**config.mk**
```make
export PLATFORM = sky130hd
export DESIGN_NAME = cyclic_step_selector
export DESIGN_NICKNAME = d
export VERILOG_FILES = /design/src/core/cyclic_step_selector_pkg.sv /design/src/core/cyclic_step_selector.sv
export SDC_FILE = /design/constraint.sdc
export NUM_CORES = 1
export LEC_CHECK = 0
export ABC_AREA = 1
export BUFFER_PORTS_ARGS = -buffer_cell sky130_fd_sc_hd__buf_2
export CORE_UTILIZATION = 47
export CTS_CLUSTER_SIZE = 30
export DETAILED_ROUTE_END_ITERATION = 7
export GPL_ROUTABILITY_DRIVEN = 0
export PLACE_DENSITY = 0.73
export SYNTH_ARGS = -nofsm -noshare
export SYNTH_HDL_FRONTEND = slang
export SYNTH_SLANG_ARGS = --single-unit
```
**constraint.sdc**
```tcl
create_clock -name i_clk -period 2 [get_ports i_clk]
set_input_delay 0.3 -clock i_clk [delete_from_list [all_inputs] [get_ports i_clk]]
set_output_delay 0.3 -clock i_clk [all_outputs]
set_load 0.005 [all_outputs]
```
**src/core/cyclic_step_selector_pkg.sv**
```systemverilog
// Constants used by the cyclic step selector design; its bench uses its own literals
package cyclic_step_selector_pkg;

  // ----------------------------------------------------------------
  // Geometry
  // ----------------------------------------------------------------
  localparam int unsigned NUM_INST = 2;            // Instances A and B
  localparam int unsigned NUM_POS = 4;             // Most position outputs per instance
  localparam int unsigned INST_A = 0;
  localparam int unsigned INST_B = 1;

  typedef logic [1:0] pos_t;                        // Position index, 0 = first output
  typedef logic [1:0] cnt_code_t;                   // Output count setting
  typedef logic [3:0] onehot_t;                     // Position outputs, bit k = position k+1

  // ----------------------------------------------------------------
  // Output count setting codes
  // ----------------------------------------------------------------
  localparam cnt_code_t CNT_DEFAULT = 2'h0;         // Not configured, behaves as three
  localparam cnt_code_t CNT_TWO = 2'h1;
  localparam cnt_code_t CNT_THREE = 2'h2;
  localparam cnt_code_t CNT_FOUR = 2'h3;

  // ----------------------------------------------------------------
  // Reset, factory and last-position values
  // ----------------------------------------------------------------
  localparam pos_t POS_FIRST = 2'h0;                // Factory default position
  localparam pos_t LAST_TWO = 2'h1;
  localparam pos_t LAST_THREE = 2'h2;
  localparam pos_t LAST_FOUR = 2'h3;
  localparam onehot_t ONEHOT_RST = 4'h0;            // Outputs quiet until restore completes
  localparam logic STEP_PREV_RST = 1'b1;            // A step held through reset is not an edge

  // Sequencer states
  typedef enum logic {
    ST_RESTORE,
    ST_RUN
  } seq_state_e;

endpackage : cyclic_step_selector_pkg

```
**src/core/cyclic_step_selector.sv**
```systemverilog
// Two independent cyclic step selectors with non-volatile position keeping
`timescale 1ns/100ps
`default_nettype none

// --------------------------------------------------------------------
// Summary of operation
// - Two identical independent selectors A and B, each one step input.
// - Each selector has its own output count setting: two, three or four.
// - An unconfigured selector uses three position outputs.
// - Each step moves to the next enabled position, ascending one to four.
// - Stepping from the last enabled position returns to the first.
// - Factory default selects the first position, only output one active.
// - Selected position is kept in non-volatile storage across power loss.
// - Output k active exactly at position k; three, four only if enabled.
// --------------------------------------------------------------------

module cyclic_step_selector (
  // Clock and reset
  input wire logic i_clk,
  input wire logic i_rst_n,
  // Step inputs from the programmable logic map
  input wire logic i_step_a,
  input wire logic i_step_b,
  // Output count settings
  input wire logic [1:0] i_cnt_a,
  input wire logic [1:0] i_cnt_b,
  // Non-volatile store, read side
  input wire logic i_nv_valid,
  input wire logic [1:0] i_nv_pos_a,
  input wire logic [1:0] i_nv_pos_b,
  // Non-volatile store, write side
  output logic o_nv_wr,
  output logic [1:0] o_nv_pos_a,
  output logic [1:0] o_nv_pos_b,
  // Selector A position outputs
  output logic o_sel_a_pos1,
  output logic o_sel_a_pos2,
  output logic o_sel_a_pos3,
  output logic o_sel_a_pos4,
  // Selector B position outputs
  output logic o_sel_b_pos1,
  output logic o_sel_b_pos2,
  output logic o_sel_b_pos3,
  output logic o_sel_b_pos4
);

  // ------------------------------------------------------------------
  // Helper functions
  // ------------------------------------------------------------------

  // Last enabled position for a count setting
  function automatic cyclic_step_selector_pkg::pos_t last_pos(
    input cyclic_step_selector_pkg::cnt_code_t code
  );
    cyclic_step_selector_pkg::pos_t res;
    unique case (code)
      cyclic_step_selector_pkg::CNT_TWO: res = cyclic_step_selector_pkg::LAST_TWO;
      cyclic_step_selector_pkg::CNT_THREE: res = cyclic_step_selector_pkg::LAST_THREE;
      cyclic_step_selector_pkg::CNT_FOUR: res = cyclic_step_selector_pkg::LAST_FOUR;
      cyclic_step_selector_pkg::CNT_DEFAULT: res = cyclic_step_selector_pkg::LAST_THREE;
    endcase
    return res;
  endfunction : last_pos

  // Next position with wrap at the last enabled one
  function automatic cyclic_step_selector_pkg::pos_t next_pos(
    input cyclic_step_selector_pkg::pos_t pos,
    input cyclic_step_selector_pkg::pos_t last
  );
    cyclic_step_selector_pkg::pos_t res;
    if (pos >= last) begin
      res = cyclic_step_selector_pkg::POS_FIRST;
    end else begin
      res = pos + 2'h1;
    end
    return res;
  endfunction : next_pos

  // Keep a position inside the enabled range, else fall back to the first
  function automatic cyclic_step_selector_pkg::pos_t clamp_pos(
    input cyclic_step_selector_pkg::pos_t pos,
    input cyclic_step_selector_pkg::pos_t last
  );
    cyclic_step_selector_pkg::pos_t res;
    if (pos > last) begin
      res = cyclic_step_selector_pkg::POS_FIRST;
    end else begin
      res = pos;
    end
    return res;
  endfunction : clamp_pos

  // One-hot decode of a position
  function automatic cyclic_step_selector_pkg::onehot_t decode_pos(
    input cyclic_step_selector_pkg::pos_t pos
  );
    cyclic_step_selector_pkg::onehot_t res;
    res = cyclic_step_selector_pkg::ONEHOT_RST;
    res[pos] = 1'b1;
    return res;
  endfunction : decode_pos

  // ------------------------------------------------------------------
  // Per-instance input bundling
  // ------------------------------------------------------------------
  logic [cyclic_step_selector_pkg::NUM_INST-1:0] step_in;
  cyclic_step_selector_pkg::cnt_code_t cnt_in [cyclic_step_selector_pkg::NUM_INST];
  cyclic_step_selector_pkg::pos_t nv_in [cyclic_step_selector_pkg::NUM_INST];

  // Instance A and B share one datapath, indexed by instance
  assign step_in[cyclic_step_selector_pkg::INST_A] = i_step_a;
  assign step_in[cyclic_step_selector_pkg::INST_B] = i_step_b;
  assign cnt_in[cyclic_step_selector_pkg::INST_A] = i_cnt_a;
  assign cnt_in[cyclic_step_selector_pkg::INST_B] = i_cnt_b;
  assign nv_in[cyclic_step_selector_pkg::INST_A] = i_nv_pos_a;
  assign nv_in[cyclic_step_selector_pkg::INST_B] = i_nv_pos_b;

  // ------------------------------------------------------------------
  // State
  // ------------------------------------------------------------------
  cyclic_step_selector_pkg::seq_state_e state_q;
  logic [cyclic_step_selector_pkg::NUM_INST-1:0] step_prev_q;
  logic [cyclic_step_selector_pkg::NUM_INST-1:0] step_rise;
  cyclic_step_selector_pkg::pos_t pos_q [cyclic_step_selector_pkg::NUM_INST];
  cyclic_step_selector_pkg::pos_t pos_d [cyclic_step_selector_pkg::NUM_INST];
  cyclic_step_selector_pkg::onehot_t onehot_q [cyclic_step_selector_pkg::NUM_INST];
  logic pos_changed;

  // ------------------------------------------------------------------
  // Sequencer
  // ------------------------------------------------------------------

  // One restore cycle after reset release, then run for good
  always_ff @(posedge i_clk or negedge i_rst_n) begin
    if (!i_rst_n) begin
      state_q <= cyclic_step_selector_pkg::ST_RESTORE;
    end else begin
      state_q <= cyclic_step_selector_pkg::ST_RUN;
    end
  end

  // ------------------------------------------------------------------
  // Step edge detection
  // ------------------------------------------------------------------

  // Previous step level; reset high so a level held at power-up is not a step
  always_ff @(posedge i_clk or negedge i_rst_n) begin
    if (!i_rst_n) begin
      step_prev_q <= {cyclic_step_selector_pkg::NUM_INST{cyclic_step_selector_pkg::STEP_PREV_RST}};
    end else begin
      step_prev_q <= step_in;
    end
  end

  assign step_rise = step_in & ~step_prev_q;

  // ------------------------------------------------------------------
  // Position update
  // ------------------------------------------------------------------

  // Next position per instance; each sees only its own step and setting
  always_comb begin
    pos_changed = 1'b0;
    for (int i = 0; i < cyclic_step_selector_pkg::NUM_INST; i++) begin
      pos_d[i] = clamp_pos(pos_q[i], last_pos(cnt_in[i]));
      if (state_q == cyclic_step_selector_pkg::ST_RESTORE) begin
        if (i_nv_valid) begin
          pos_d[i] = clamp_pos(nv_in[i], last_pos(cnt_in[i]));
        end else begin
          pos_d[i] = cyclic_step_selector_pkg::POS_FIRST;
        end
      end else if (step_rise[i]) begin
        pos_d[i] = next_pos(pos_d[i], last_pos(cnt_in[i]));
      end
      if (pos_d[i] != pos_q[i]) begin
        pos_changed = 1'b1;
      end
    end
  end

  // Current positions
  always_ff @(posedge i_clk or negedge i_rst_n) begin
    if (!i_rst_n) begin
      for (int i = 0; i < cyclic_step_selector_pkg::NUM_INST; i++) begin
        pos_q[i] <= cyclic_step_selector_pkg::POS_FIRST;
      end
    end else begin
      for (int i = 0; i < cyclic_step_selector_pkg::NUM_INST; i++) begin
        pos_q[i] <= pos_d[i];
      end
    end
  end

  // Position outputs decoded from the next value so they track pos_q exactly
  always_ff @(posedge i_clk or negedge i_rst_n) begin
    if (!i_rst_n) begin
      for (int i = 0; i < cyclic_step_selector_pkg::NUM_INST; i++) begin
        onehot_q[i] <= cyclic_step_selector_pkg::ONEHOT_RST;
      end
    end else begin
      for (int i = 0; i < cyclic_step_selector_pkg::NUM_INST; i++) begin
        onehot_q[i] <= decode_pos(pos_d[i]);
      end
    end
  end

  // ------------------------------------------------------------------
  // Non-volatile write-back
  // ------------------------------------------------------------------

  // Any change, including a clamp after a setting change, is written back;
  // the restore cycle writes too so the store always holds a legal value
  always_ff @(posedge i_clk or negedge i_rst_n) begin
    if (!i_rst_n) begin
      o_nv_wr <= 1'b0;
      o_nv_pos_a <= cyclic_step_selector_pkg::POS_FIRST;
      o_nv_pos_b <= cyclic_step_selector_pkg::POS_FIRST;
    end else begin
      o_nv_wr <= pos_changed || (state_q == cyclic_step_selector_pkg::ST_RESTORE);
      o_nv_pos_a <= pos_d[cyclic_step_selector_pkg::INST_A];
      o_nv_pos_b <= pos_d[cyclic_step_selector_pkg::INST_B];
    end
  end

  // ------------------------------------------------------------------
  // Output mapping
  // ------------------------------------------------------------------
  assign o_sel_a_pos1 = onehot_q[cyclic_step_selector_pkg::INST_A][0];
  assign o_sel_a_pos2 = onehot_q[cyclic_step_selector_pkg::INST_A][1];
  assign o_sel_a_pos3 = onehot_q[cyclic_step_selector_pkg::INST_A][2];
  assign o_sel_a_pos4 = onehot_q[cyclic_step_selector_pkg::INST_A][3];
  assign o_sel_b_pos1 = onehot_q[cyclic_step_selector_pkg::INST_B][0];
  assign o_sel_b_pos2 = onehot_q[cyclic_step_selector_pkg::INST_B][1];
  assign o_sel_b_pos3 = onehot_q[cyclic_step_selector_pkg::INST_B][2];
  assign o_sel_b_pos4 = onehot_q[cyclic_step_selector_pkg::INST_B][3];

endmodule : cyclic_step_selector

`default_nettype wire

```
# Word level (Yosys, flattened, before mapping)

Index checks and enable logic that the tools add are counted.

Bits in registers: 16
Output and inout bits: 13
Word-level logic and storage cells: 65

Add/sub/neg operators: 2
Magnitude comparators: 10
Equal/unequal tests: 8
Mux-type cells: 28
Bitwise logic cells: 3
Reductions and logical operators: 7

Operators by type and width:

| cell                                                               | number |
|---|---|
| 2-to-1 mux 2 bit                                                   | 20 |
| case mux 2 bit (3 select lines)                                    | 2 |
| equality test 2 bit (second input constant)                        | 4 |
| > comparator 2 bit                                                 | 4 |
| < comparator 2 x 3 -> 1 bit (second input constant)                | 2 |
| adder 2 x 1 -> 2 bit (second input constant)                       | 2 |
| demux 1 bit (select 2 bit)                                         | 2 |
| equality test 2 x 1 -> 1 bit (second input constant)               | 2 |
| greater-or-equal comparator 2 x 1 -> 1 bit (second input constant) | 2 |
| greater-or-equal comparator 2 bit                                  | 2 |
| zero test 2 bit                                                    | 2 |
| 2-to-1 mux 1 bit                                                   | 4 |
| inequality test 2 bit                                              | 2 |
| OR reduction 2 bit                                                 | 2 |
| AND 2 bit                                                          | 1 |
| logical AND 1 bit                                                  | 2 |
| inverter 2 bit                                                     | 1 |
| logical OR 1 bit                                                   | 1 |
| inverter 1 bit                                                     | 1 |

# Longest topological paths before layout

Gate-level depths: netlist of the first run.

Word-level depth: 13
Gate-level depth with buffers: 19
Mapped depth without buffers: 19

# Worst setup path after synthesis of the first run

OpenSTA, ideal clock, no wires.

Kind: input-to-reg
From: input port i_cnt_a[0]
To: register o_nv_wr
Setup time: 0.119 ns
Arrival time: 1.978 ns
Path slack: -0.097 ns
Cell stages on the path: 18
Path buffers: 0
Cells stage by stage: inv_1 -> nor2_1 -> ha_1 -> nand2_1 -> nand2_2 -> nand2_4 -> nand2_2 -> ha_1 -> inv_1 -> nand2_1 -> nand2_1 -> nand2_1 -> a21oi_2 -> nand3_2 -> nand3_1 -> nand2_1 -> nor2_1 -> nand2_1

Longest elaborated chain between the ends: 13

RTL lines:

| element                                                | RTL line                                                 | text |
|---|---|---|
| start: declaration                                     | cyclic_step_selector.sv:25                               | `input wire logic [1:0] i_cnt_a,` |
| equality test 2 bit or zero test 2 bit (tied branches) | cyclic_step_selector.sv:56                               | `unique case (code)` |
| OR reduction 2 bit (no source line)                    | n/a                                                      |  |
| case mux 2 bit (3 select lines) *                      | cyclic_step_selector.sv:56                               |  |
| > comparator 2 bit (tied with other cells)             | cyclic_step_selector.sv:85                               | `if (pos > last) begin` |
| 2-to-1 mux 2 bit (on tied branches)                    | cyclic_step_selector.sv:85, cyclic_step_selector.sv:166  |  |
| adder 2 x 1 -> 2 bit (tied with other cells)           | cyclic_step_selector.sv:74                               | `res = pos + 2'h1;` |
| 2-to-1 mux 2 bit (on tied branches)                    | cyclic_step_selector.sv:71, cyclic_step_selector.sv:85   |  |
| 2-to-1 mux 2 bit (on tied branches)                    | cyclic_step_selector.sv:172, cyclic_step_selector.sv:167 |  |
| 2-to-1 mux 2 bit *                                     | cyclic_step_selector.sv:166                              | `if (state_q == cyclic_step_selector_pkg::ST_RESTORE) begin` |
| inequality test 2 bit *                                | cyclic_step_selector.sv:175                              | `if (pos_d[i] != pos_q[i]) begin` |
| 2-to-1 mux 1 bit * (2 in a row)                        | cyclic_step_selector.sv:175                              |  |
| logical OR 1 bit *                                     | cyclic_step_selector.sv:219                              | `o_nv_wr <= pos_changed \|\| (state_q == cyclic_step_selector_pkg::ST_RESTORE);` |
| end signal: assignment                                 | cyclic_step_selector.sv:219                              |  |
| end: declaration                                       | cyclic_step_selector.sv:32                               | `output logic o_nv_wr,` |

Every way passes the cells marked *; elsewhere a longest branch is shown, timed or not. The select of a mux whose other input is x is not followed.

==> qor.txt, run 1 <==
CP endpoint kind: register
Setup repair after global routing missed its margin: true
Dpl ws: -254 ps
Gr ovfl total: 0
CP Class: register to register
Worst hold margin: 113 ps
Final hold violations: 0
Via count: 1107
Row cnt: 17
Nets: 214
Initial DRC Count: 34
DR WL/cell: 14.1 µm
CTS clk-pin slew, worst paths: 100 ps
Worst stage delay on the critical path: 430 ps
Vias in the first global route: 1085
Final setup margin: -141 ps
CP Launch Type: register
Commonest non-fill, non-tap cell in the layout: buf_2
Post-route clock period utilization: 107%
Synth Area in Adders: 13.3%
Gr usage total: 22.0%
Die Y: 50.9 µm
Status: finished with violations
Syn avg cell area: 8.52 µm²
Tmin final: 2140 ps
Core Area: 0.00223 mm²
# fillers: 139
DR vias/cell: 5.13
# clock sinks: 16
Post-synth top area share: 31.1%
Fmax achieved: 467 MHz
Seq. cell area: 408 µm²
Main combinational cell family by area after synthesis: simple AND/OR/NAND/NOR gates
Share of layout cells above drive strength 1: 69.1%
Synth Instances: 132
Overall routed net length: 3.04 mm
Peak fanout along the critical path: 3
Cell variety after synth: 21
Num CTS Buffers: 3
Post-DP HPWL: 1.94 mm
CP dominant cell by count: nand2_2
Worst path required time: 2170 ps
Final Max Slew Viols: 0
Mux share of post-synthesis cell area: 0%
Largest net degree at the start of global routing: 17
Antenna Nets Post-Route: 0
Final cell count without fillers: 216
Hold crit path type: input port to register
Worst-path cell chain: ha_4 -> nand2_2 -> nand2_2 -> nand2_4 -> nand2_2 -> inv_2 -> ha_4 -> nand2_2 -> nand2_2 -> a21oi_2 -> nand3_2 -> nand3_2 -> nand2_2 -> nor2_1 -> nand2_1
Top cells by area, synth: dfrtp_1 (31%), ha_1 (13%), inv_1 (7.7%), nand2_1 (7.7%), nand3_2 (7.1%)
ANT cells: 0
Initial core utilization: 50.4%
Leakage: 0.907 nW
Worst Path Arrival: 2310 ps
Max-Cap Viols: 0
Most frequent cells in the layout: buf_2 (25), buf_4 (20), inv_1 (18), nand2_2 (18), nand3_2 (12)
Clk root buf: clkbuf_4
Initial antenna violation count: 0
Synth-to-layout area growth: 58.1%
Post-synthesis sequential area ratio: 35.8%
Pwr Density: 639 mW/mm²
Die Wd: 50.9 µm
Buffers on Ports: 25
H-tree levels: 1
First-pass GRT wire length: 4.35 mm
Mapped Area: 0.00112 mm²
I/O Pins: 26
CTS tree: built
Finished Cell Area: 0.00178 mm²
Die footprint: 0.00259 mm²
TritonRoute pass-1 iters: 4
Cell taking the most area after synthesis: dfrtp_1
Post-DP Area: 0.00154 mm²
Post-synthesis simple-gate area fraction: 36.0%
Failing checks: setup timing
Synth warnings: 0
Post-Syn Nets: 157
Residual DRC count: 0
#FFs+latches synth: 16
Clock Latency Late Sink: 280 ps
Multi-input logic area: 817 µm²
Final Setup Violations: 5
Clock buffer depth: 2
Skew final: 11.6 ps
Placed cells: 202
Max IR drop VDD: 456 µV
Synth Area in XOR/XNOR: 0%
Worst path slowest cell: dfrtp_2
Compound-Gate Fraction of Synth Area: 5.12%
## Yosys cell counts, drive strengths merged
library cell	number
o21ai	2
clkbuf	2
ha	12
inv	26
nor2	12
a21oi	6
nand4	2
nand3	16
nand2	36
conb	1
dfstp	2
dfrtp	14
a31oi	1
## final timing paths
path	startpoint	to	slack [ps]	depth (start not counted)
hold / removal	i_step_a	step_prev_q[0]$_DFF_PN1_	110	1
setup reg to reg	o_nv_pos_a[1]$_DFF_PN0_	o_nv_wr$_DFF_PN0_	-140	15
setup / recovery	o_nv_pos_a[1]$_DFF_PN0_	o_nv_wr$_DFF_PN0_	-140	15
hold reg to reg	o_nv_pos_b[0]$_DFF_PN0_	o_nv_wr$_DFF_PN0_	780	5
min in group asynchronous	i_rst_n	o_sel_a_pos3$_DFF_PN0_	440	2
max in group asynchronous	i_rst_n	step_prev_q[1]$_DFF_PN1_	1240	2
## area by class of cell
class                      count  share of cell area (%)
timing repair buffer          54                    21.6
multi-input combinational     88                    46.0
inverter                      26                    5.49
tap                           28                    1.97
clock buffer                   4                    2.04
sequential                    16                    22.9
## per-layer routing
layer | part of all wire [%] | wire, µm | track usage, % | up-vias
met4 | 3.2 | 97 | 10.2 | 0
met1 | 38 | 1160 | 24.3 | 524
met2 | 54 | 1640 | 41.4 | 46
met5 | 0 | 0 | 0 | -
li1 | - | - | - | 524
met3 | 4.7 | 142 | 2.38 | 13
## registers in the layout (all words and copies together), names as in the netlist
signal / count
step_prev_q: 2
o_nv_pos_a: 2
o_nv_wr: 1
o_sel_a_pos4: 1
o_sel_a_pos3: 1
state_q: 1
o_sel_b_pos3: 1
o_sel_b_pos2: 1
o_sel_a_pos1: 1
o_nv_pos_b: 2
o_sel_a_pos2: 1
o_sel_b_pos4: 1
o_sel_b_pos1: 1
## logic make-up after synthesis
family,Yosys count
simple gates,66
buf+inv,28
flops,16
fa+ha+maj,12
compound gates,9
other cells,1
## metrics by stage
stage / total power [mW] / setup TNS, ps / utilization (%)
2_1_floorplan: 0.636 / -3.77 / -
3_3_place_gp: 0.781 / -744 / 68.7
3_5_place_dp: 0.803 / -1430 / 68.7
4_1_cts: 1.05 / -50.5 / 74.4
5_1_grt: 1.20 / -1360 / 79.6
6_report: 1.14 / -491 / 79.6
## power breakdown
part / switching, mW / internal [mW] / total (mW)
clock network: 0.102 / 0.111 / 0.212
registers: 0.0197 / 0.364 / 0.384
logic: 0.284 / 0.255 / 0.539
total: 0.406 / 0.730 / 1.14
## worst max-delay path: cells and delay by family (launching register included)
| family | cells | cell delay, ps |
|---|---|---|
| compound gates | 1 | 140 |
| buf+inv | 1 | 50 |
| fa+ha+maj | 2 | 510 |
| flops | 1 | 430 |
| simple gates | 11 | 880 |
## repair_timing
action                     CTS  global route
hold endpoints to repair    14             0
setup endpoints to repair    4            11
pin swaps                   24            14
cloned                       0             0
setup buffers                3             6
gates resized for setup     13            21
hold buffers                 1             0
Power figures use the tool's default switching activity.
==> run 2, diff against run 1 <==
- ABC_AREA: 1 -> default
==> qor.txt, run 2 <==
Hold crit path type: input port to register
Row cnt: 17 (unchanged)
Peak fanout along the critical path: 5 (+2)
Nets: 189 (-12%)
Internal Power: 0.967 mW (+33%)
Hold Path Stages: 1 (unchanged)
ANT cells: 0 (unchanged)
Largest net degree at the start of global routing: 17 (unchanged)
Initial antenna violation count: 0 (unchanged)
Final hold violations: 0 (unchanged)
Final Max Slew Viols: 0 (unchanged)
Status: finished with violations
Skew final: 5.14 ps (-6.41 ps)
Top FF cell, synth: dfrtp_1
Clock Latency Late Sink: 280 ps (about the same)
DR vias/cell: 5.44 (+6.1%)
R2r setup slk: -380 ps (-240 ps)
Antenna Nets Post-Route: 0 (unchanged)
Via count: 1039 (-6.1%)
Synth warnings: 0 (unchanged)
Hold_sp: i_step_a
Comb power frac: 60.6% (+13 points)
#FFs+latches synth: 16 (unchanged)
DR WL/cell: 14.4 µm (+2.3%)
Setup repair after global routing missed its margin: true
Worst path required time: 2210 ps (+40 ps)
Pwr Density: 887 mW/mm² (+39%)
Overall routed net length: 2.75 mm (-9.6%)
Net Switching: 0.563 mW (+39%)
First-pass GRT wire length: 4.49 mm (+3.0%)
Post-synth top area share: 32.3% (+1.2 points)
Worst Path Arrival: 2590 ps (+280 ps)
Num CTS Buffers: 3 (unchanged)
Cell variety after synth: 35 (+67%)
CP Class: register to register
Most frequent cells in the layout: buf_2 (25), buf_4 (24), dfrtp_1 (11)
Final Setup Violations: 13 (+8)
Post-DP HPWL: 2.03 mm (+5.0%)
Mapped Area: 0.00108 mm² (-3.7%)
Cell taking the most area after synthesis: dfrtp_1
Gr usage total: 23.5% (+1.4 points)
Share of layout cells above drive strength 1: 58.3% (-11 points)
CTS tree: built
CP endpoint kind: register
Commonest non-fill, non-tap cell in the layout: buf_2
Max-Cap Viols: 0 (unchanged)
Synth-to-layout area growth: 59.1%
Count leader, synth: dfrtp_1
H-tree levels: 1 (unchanged)
Die Y: 50.0 µm (-1.8%)
Leakage: 0.787 nW (-13%)
Die footprint: 0.00250 mm² (-3.5%)
Tot Pwr: 1.53 mW (+35%)
Tmin final: 2380 ps (+238 ps)
Post-DP Area: 0.00149 mm² (-3.0%)
Final setup margin: -379 ps (-238 ps)
# clock sinks: 16 (unchanged)
Synth Instances: 108 (-18%)
CTS clk-pin slew, worst paths: 80 ps (-20 ps)
TritonRoute pass-1 iters: 4 (unchanged)
Post-route clock period utilization: 119% (+12 points)
Reg2reg path depth: 10 (-5)
Gr ovfl total: 0 (unchanged)
Max IR drop VDD: 734 µV (+61%)
Ys async rst share: 100% (unchanged)
Initial DRC Count: 8 (-76%)
Clock buffer depth: 2 (unchanged)
Failing checks: setup timing
Dpl ws: -558 ps (-304 ps)
Post-synth EDFFs: 0 (unchanged)
Core Area: 0.00219 mm² (-1.9%)
CP Launch Type: register
Placed cells: 175 (-13%)
Clk root buf: clkbuf_4
I/O Pins: 26 (unchanged)
Die Wd: 50.0 µm (-1.8%)
Final cell count without fillers: 191 (-12%)
Residual DRC count: 0 (unchanged)
Finished Cell Area: 0.00172 mm² (-3.0%)
Initial core utilization: 49.5% (-0.91 points)
Reg power frac: 28.5% (-5.3 points)
Top cells by area, synth: dfrtp_1 (32%), ha_1 (14%), nor2b_1 (5.2%), dfstp_2 (4.8%), o31ai_4 (3.9%)
Post-Syn Nets: 133 (-15%)
WHS Endpoint: step_prev_q[0]$_DFF_PN1_
R2R Path End: o_sel_a_pos3$_DFF_PN0_
Fmax achieved: 420 MHz (-10%)
Vias in the first global route: 1037 (-4.4%)
Clk network pwr share: 10.9% (-7.8 points)
Final core utilization: 78.7% (-0.91 points)
Syn avg cell area: 10.0 µm² (+18%)
Net Sw Frac: 36.8% (+1.1 points)
Buffers on Ports: 25 (unchanged)
R2r startpoint: o_nv_pos_a[1]$_DFF_PN0_
Post-synthesis sequential area ratio: 37.2% (+1.4 points)
Most instantiated cells after synthesis: dfrtp_1 (14), ha_1 (12), inv_1 (9), nor2b_1 (9), nand2_1 (6)
Regs by FF count: o_nv_pos_a: 2 flops, o_nv_pos_b: 2 flops, step_prev_q: 2 flops
==> run 2: what timing repair did <==
action / in CTS / in global routing
pin swaps: 10 / 12
endpoints found under the hold margin: 14 / 0
gates cloned: 0 / 0
hold buffers: 1 / 0
setup buffers: 30 / 3
endpoints found under the setup margin: 13 / 13
resized for setup: 9 / 14
==> run 2: worst max path at each step <==
stage                            start                endpoint  depth (start not counted)
6_report       o_nv_pos_a[1]$_DFF_PN0_  o_sel_a_pos3$_DFF_PN0_                         10
5_1_grt        o_nv_pos_a[1]$_DFF_PN0_  o_sel_a_pos3$_DFF_PN0_                         10
4_1_cts        o_nv_pos_b[1]$_DFF_PN0_  o_sel_b_pos3$_DFF_PN0_                         10
3_5_place_dp                i_cnt_a[0]       o_nv_wr$_DFF_PN0_                         12
3_3_place_gp                i_cnt_b[0]  o_sel_b_pos3$_DFF_PN0_                         12
2_1_floorplan  o_nv_pos_a[1]$_DFF_PN0_       o_nv_wr$_DFF_PN0_                          9
==> run 2: critical path, cell delays in order, from the launching register on <==
cell and delay (ps):
dfrtp_1 420, ha_4 230, nor2b_4 120, o21ai_2 150
nand2_1 80, ha_1 270, nand2b_4 160, a211oi_4 310
a21oi_2 120, o31ai_4 260, nor2b_1 170
==> run 2: cell type report <==
cell class              instances  area [µm²]
multi-input cells              81         873
fillers                       154         467
flip-flops and latches         16         407
repair buffers                 53         349
well taps                      28        35.0
inverters                       9        33.8
clock buffers                   4        26.3
==> run 2: power by group through the flow <==
stage	Sequential, mW	Combinational, mW	Clock [mW]
2_1_floorplan	0.465	0.406	0
3_3_place_gp	0.437	0.676	0
3_5_place_dp	0.439	0.701	0
4_1_cts	0.435	0.819	0.177
5_1_grt	0.441	1.00	0.182
6_report	0.436	0.927	0.168
==> run 2: metal layers <==
layer,up-vias,part of all wire [%],track usage (%)
met2,27,50,39.3
met4,0,0.51,8.57
met1,508,47,31.2
li1,502,-,-
met3,2,2.5,1.85
met5,-,0,0
==> run 2: per-stage QoR <==
step / hold WS, ps / TNS [ps]
2_1_floorplan: 4.41 / -2810
3_3_place_gp: 213 / -5180
3_5_place_dp: 225 / -5960
4_1_cts: 121 / -3910
5_1_grt: 126 / -5570
6_report: 135 / -4160
==> run 2: kinds of logic (layout without fill, tap and decap cells) <==
logic type,count (synthesis),count (layout),share of synthesized area [%]
AND/OR/NAND/NOR,37,37,20.1
other,1,1,0.346
multiplexers,1,1,0.924
adder cells (fa/ha/maj),12,12,13.9
buffers and inverters,11,66,3.81
AO/OA/AOI/OAI,30,30,23.8
flip-flops,16,16,37.2
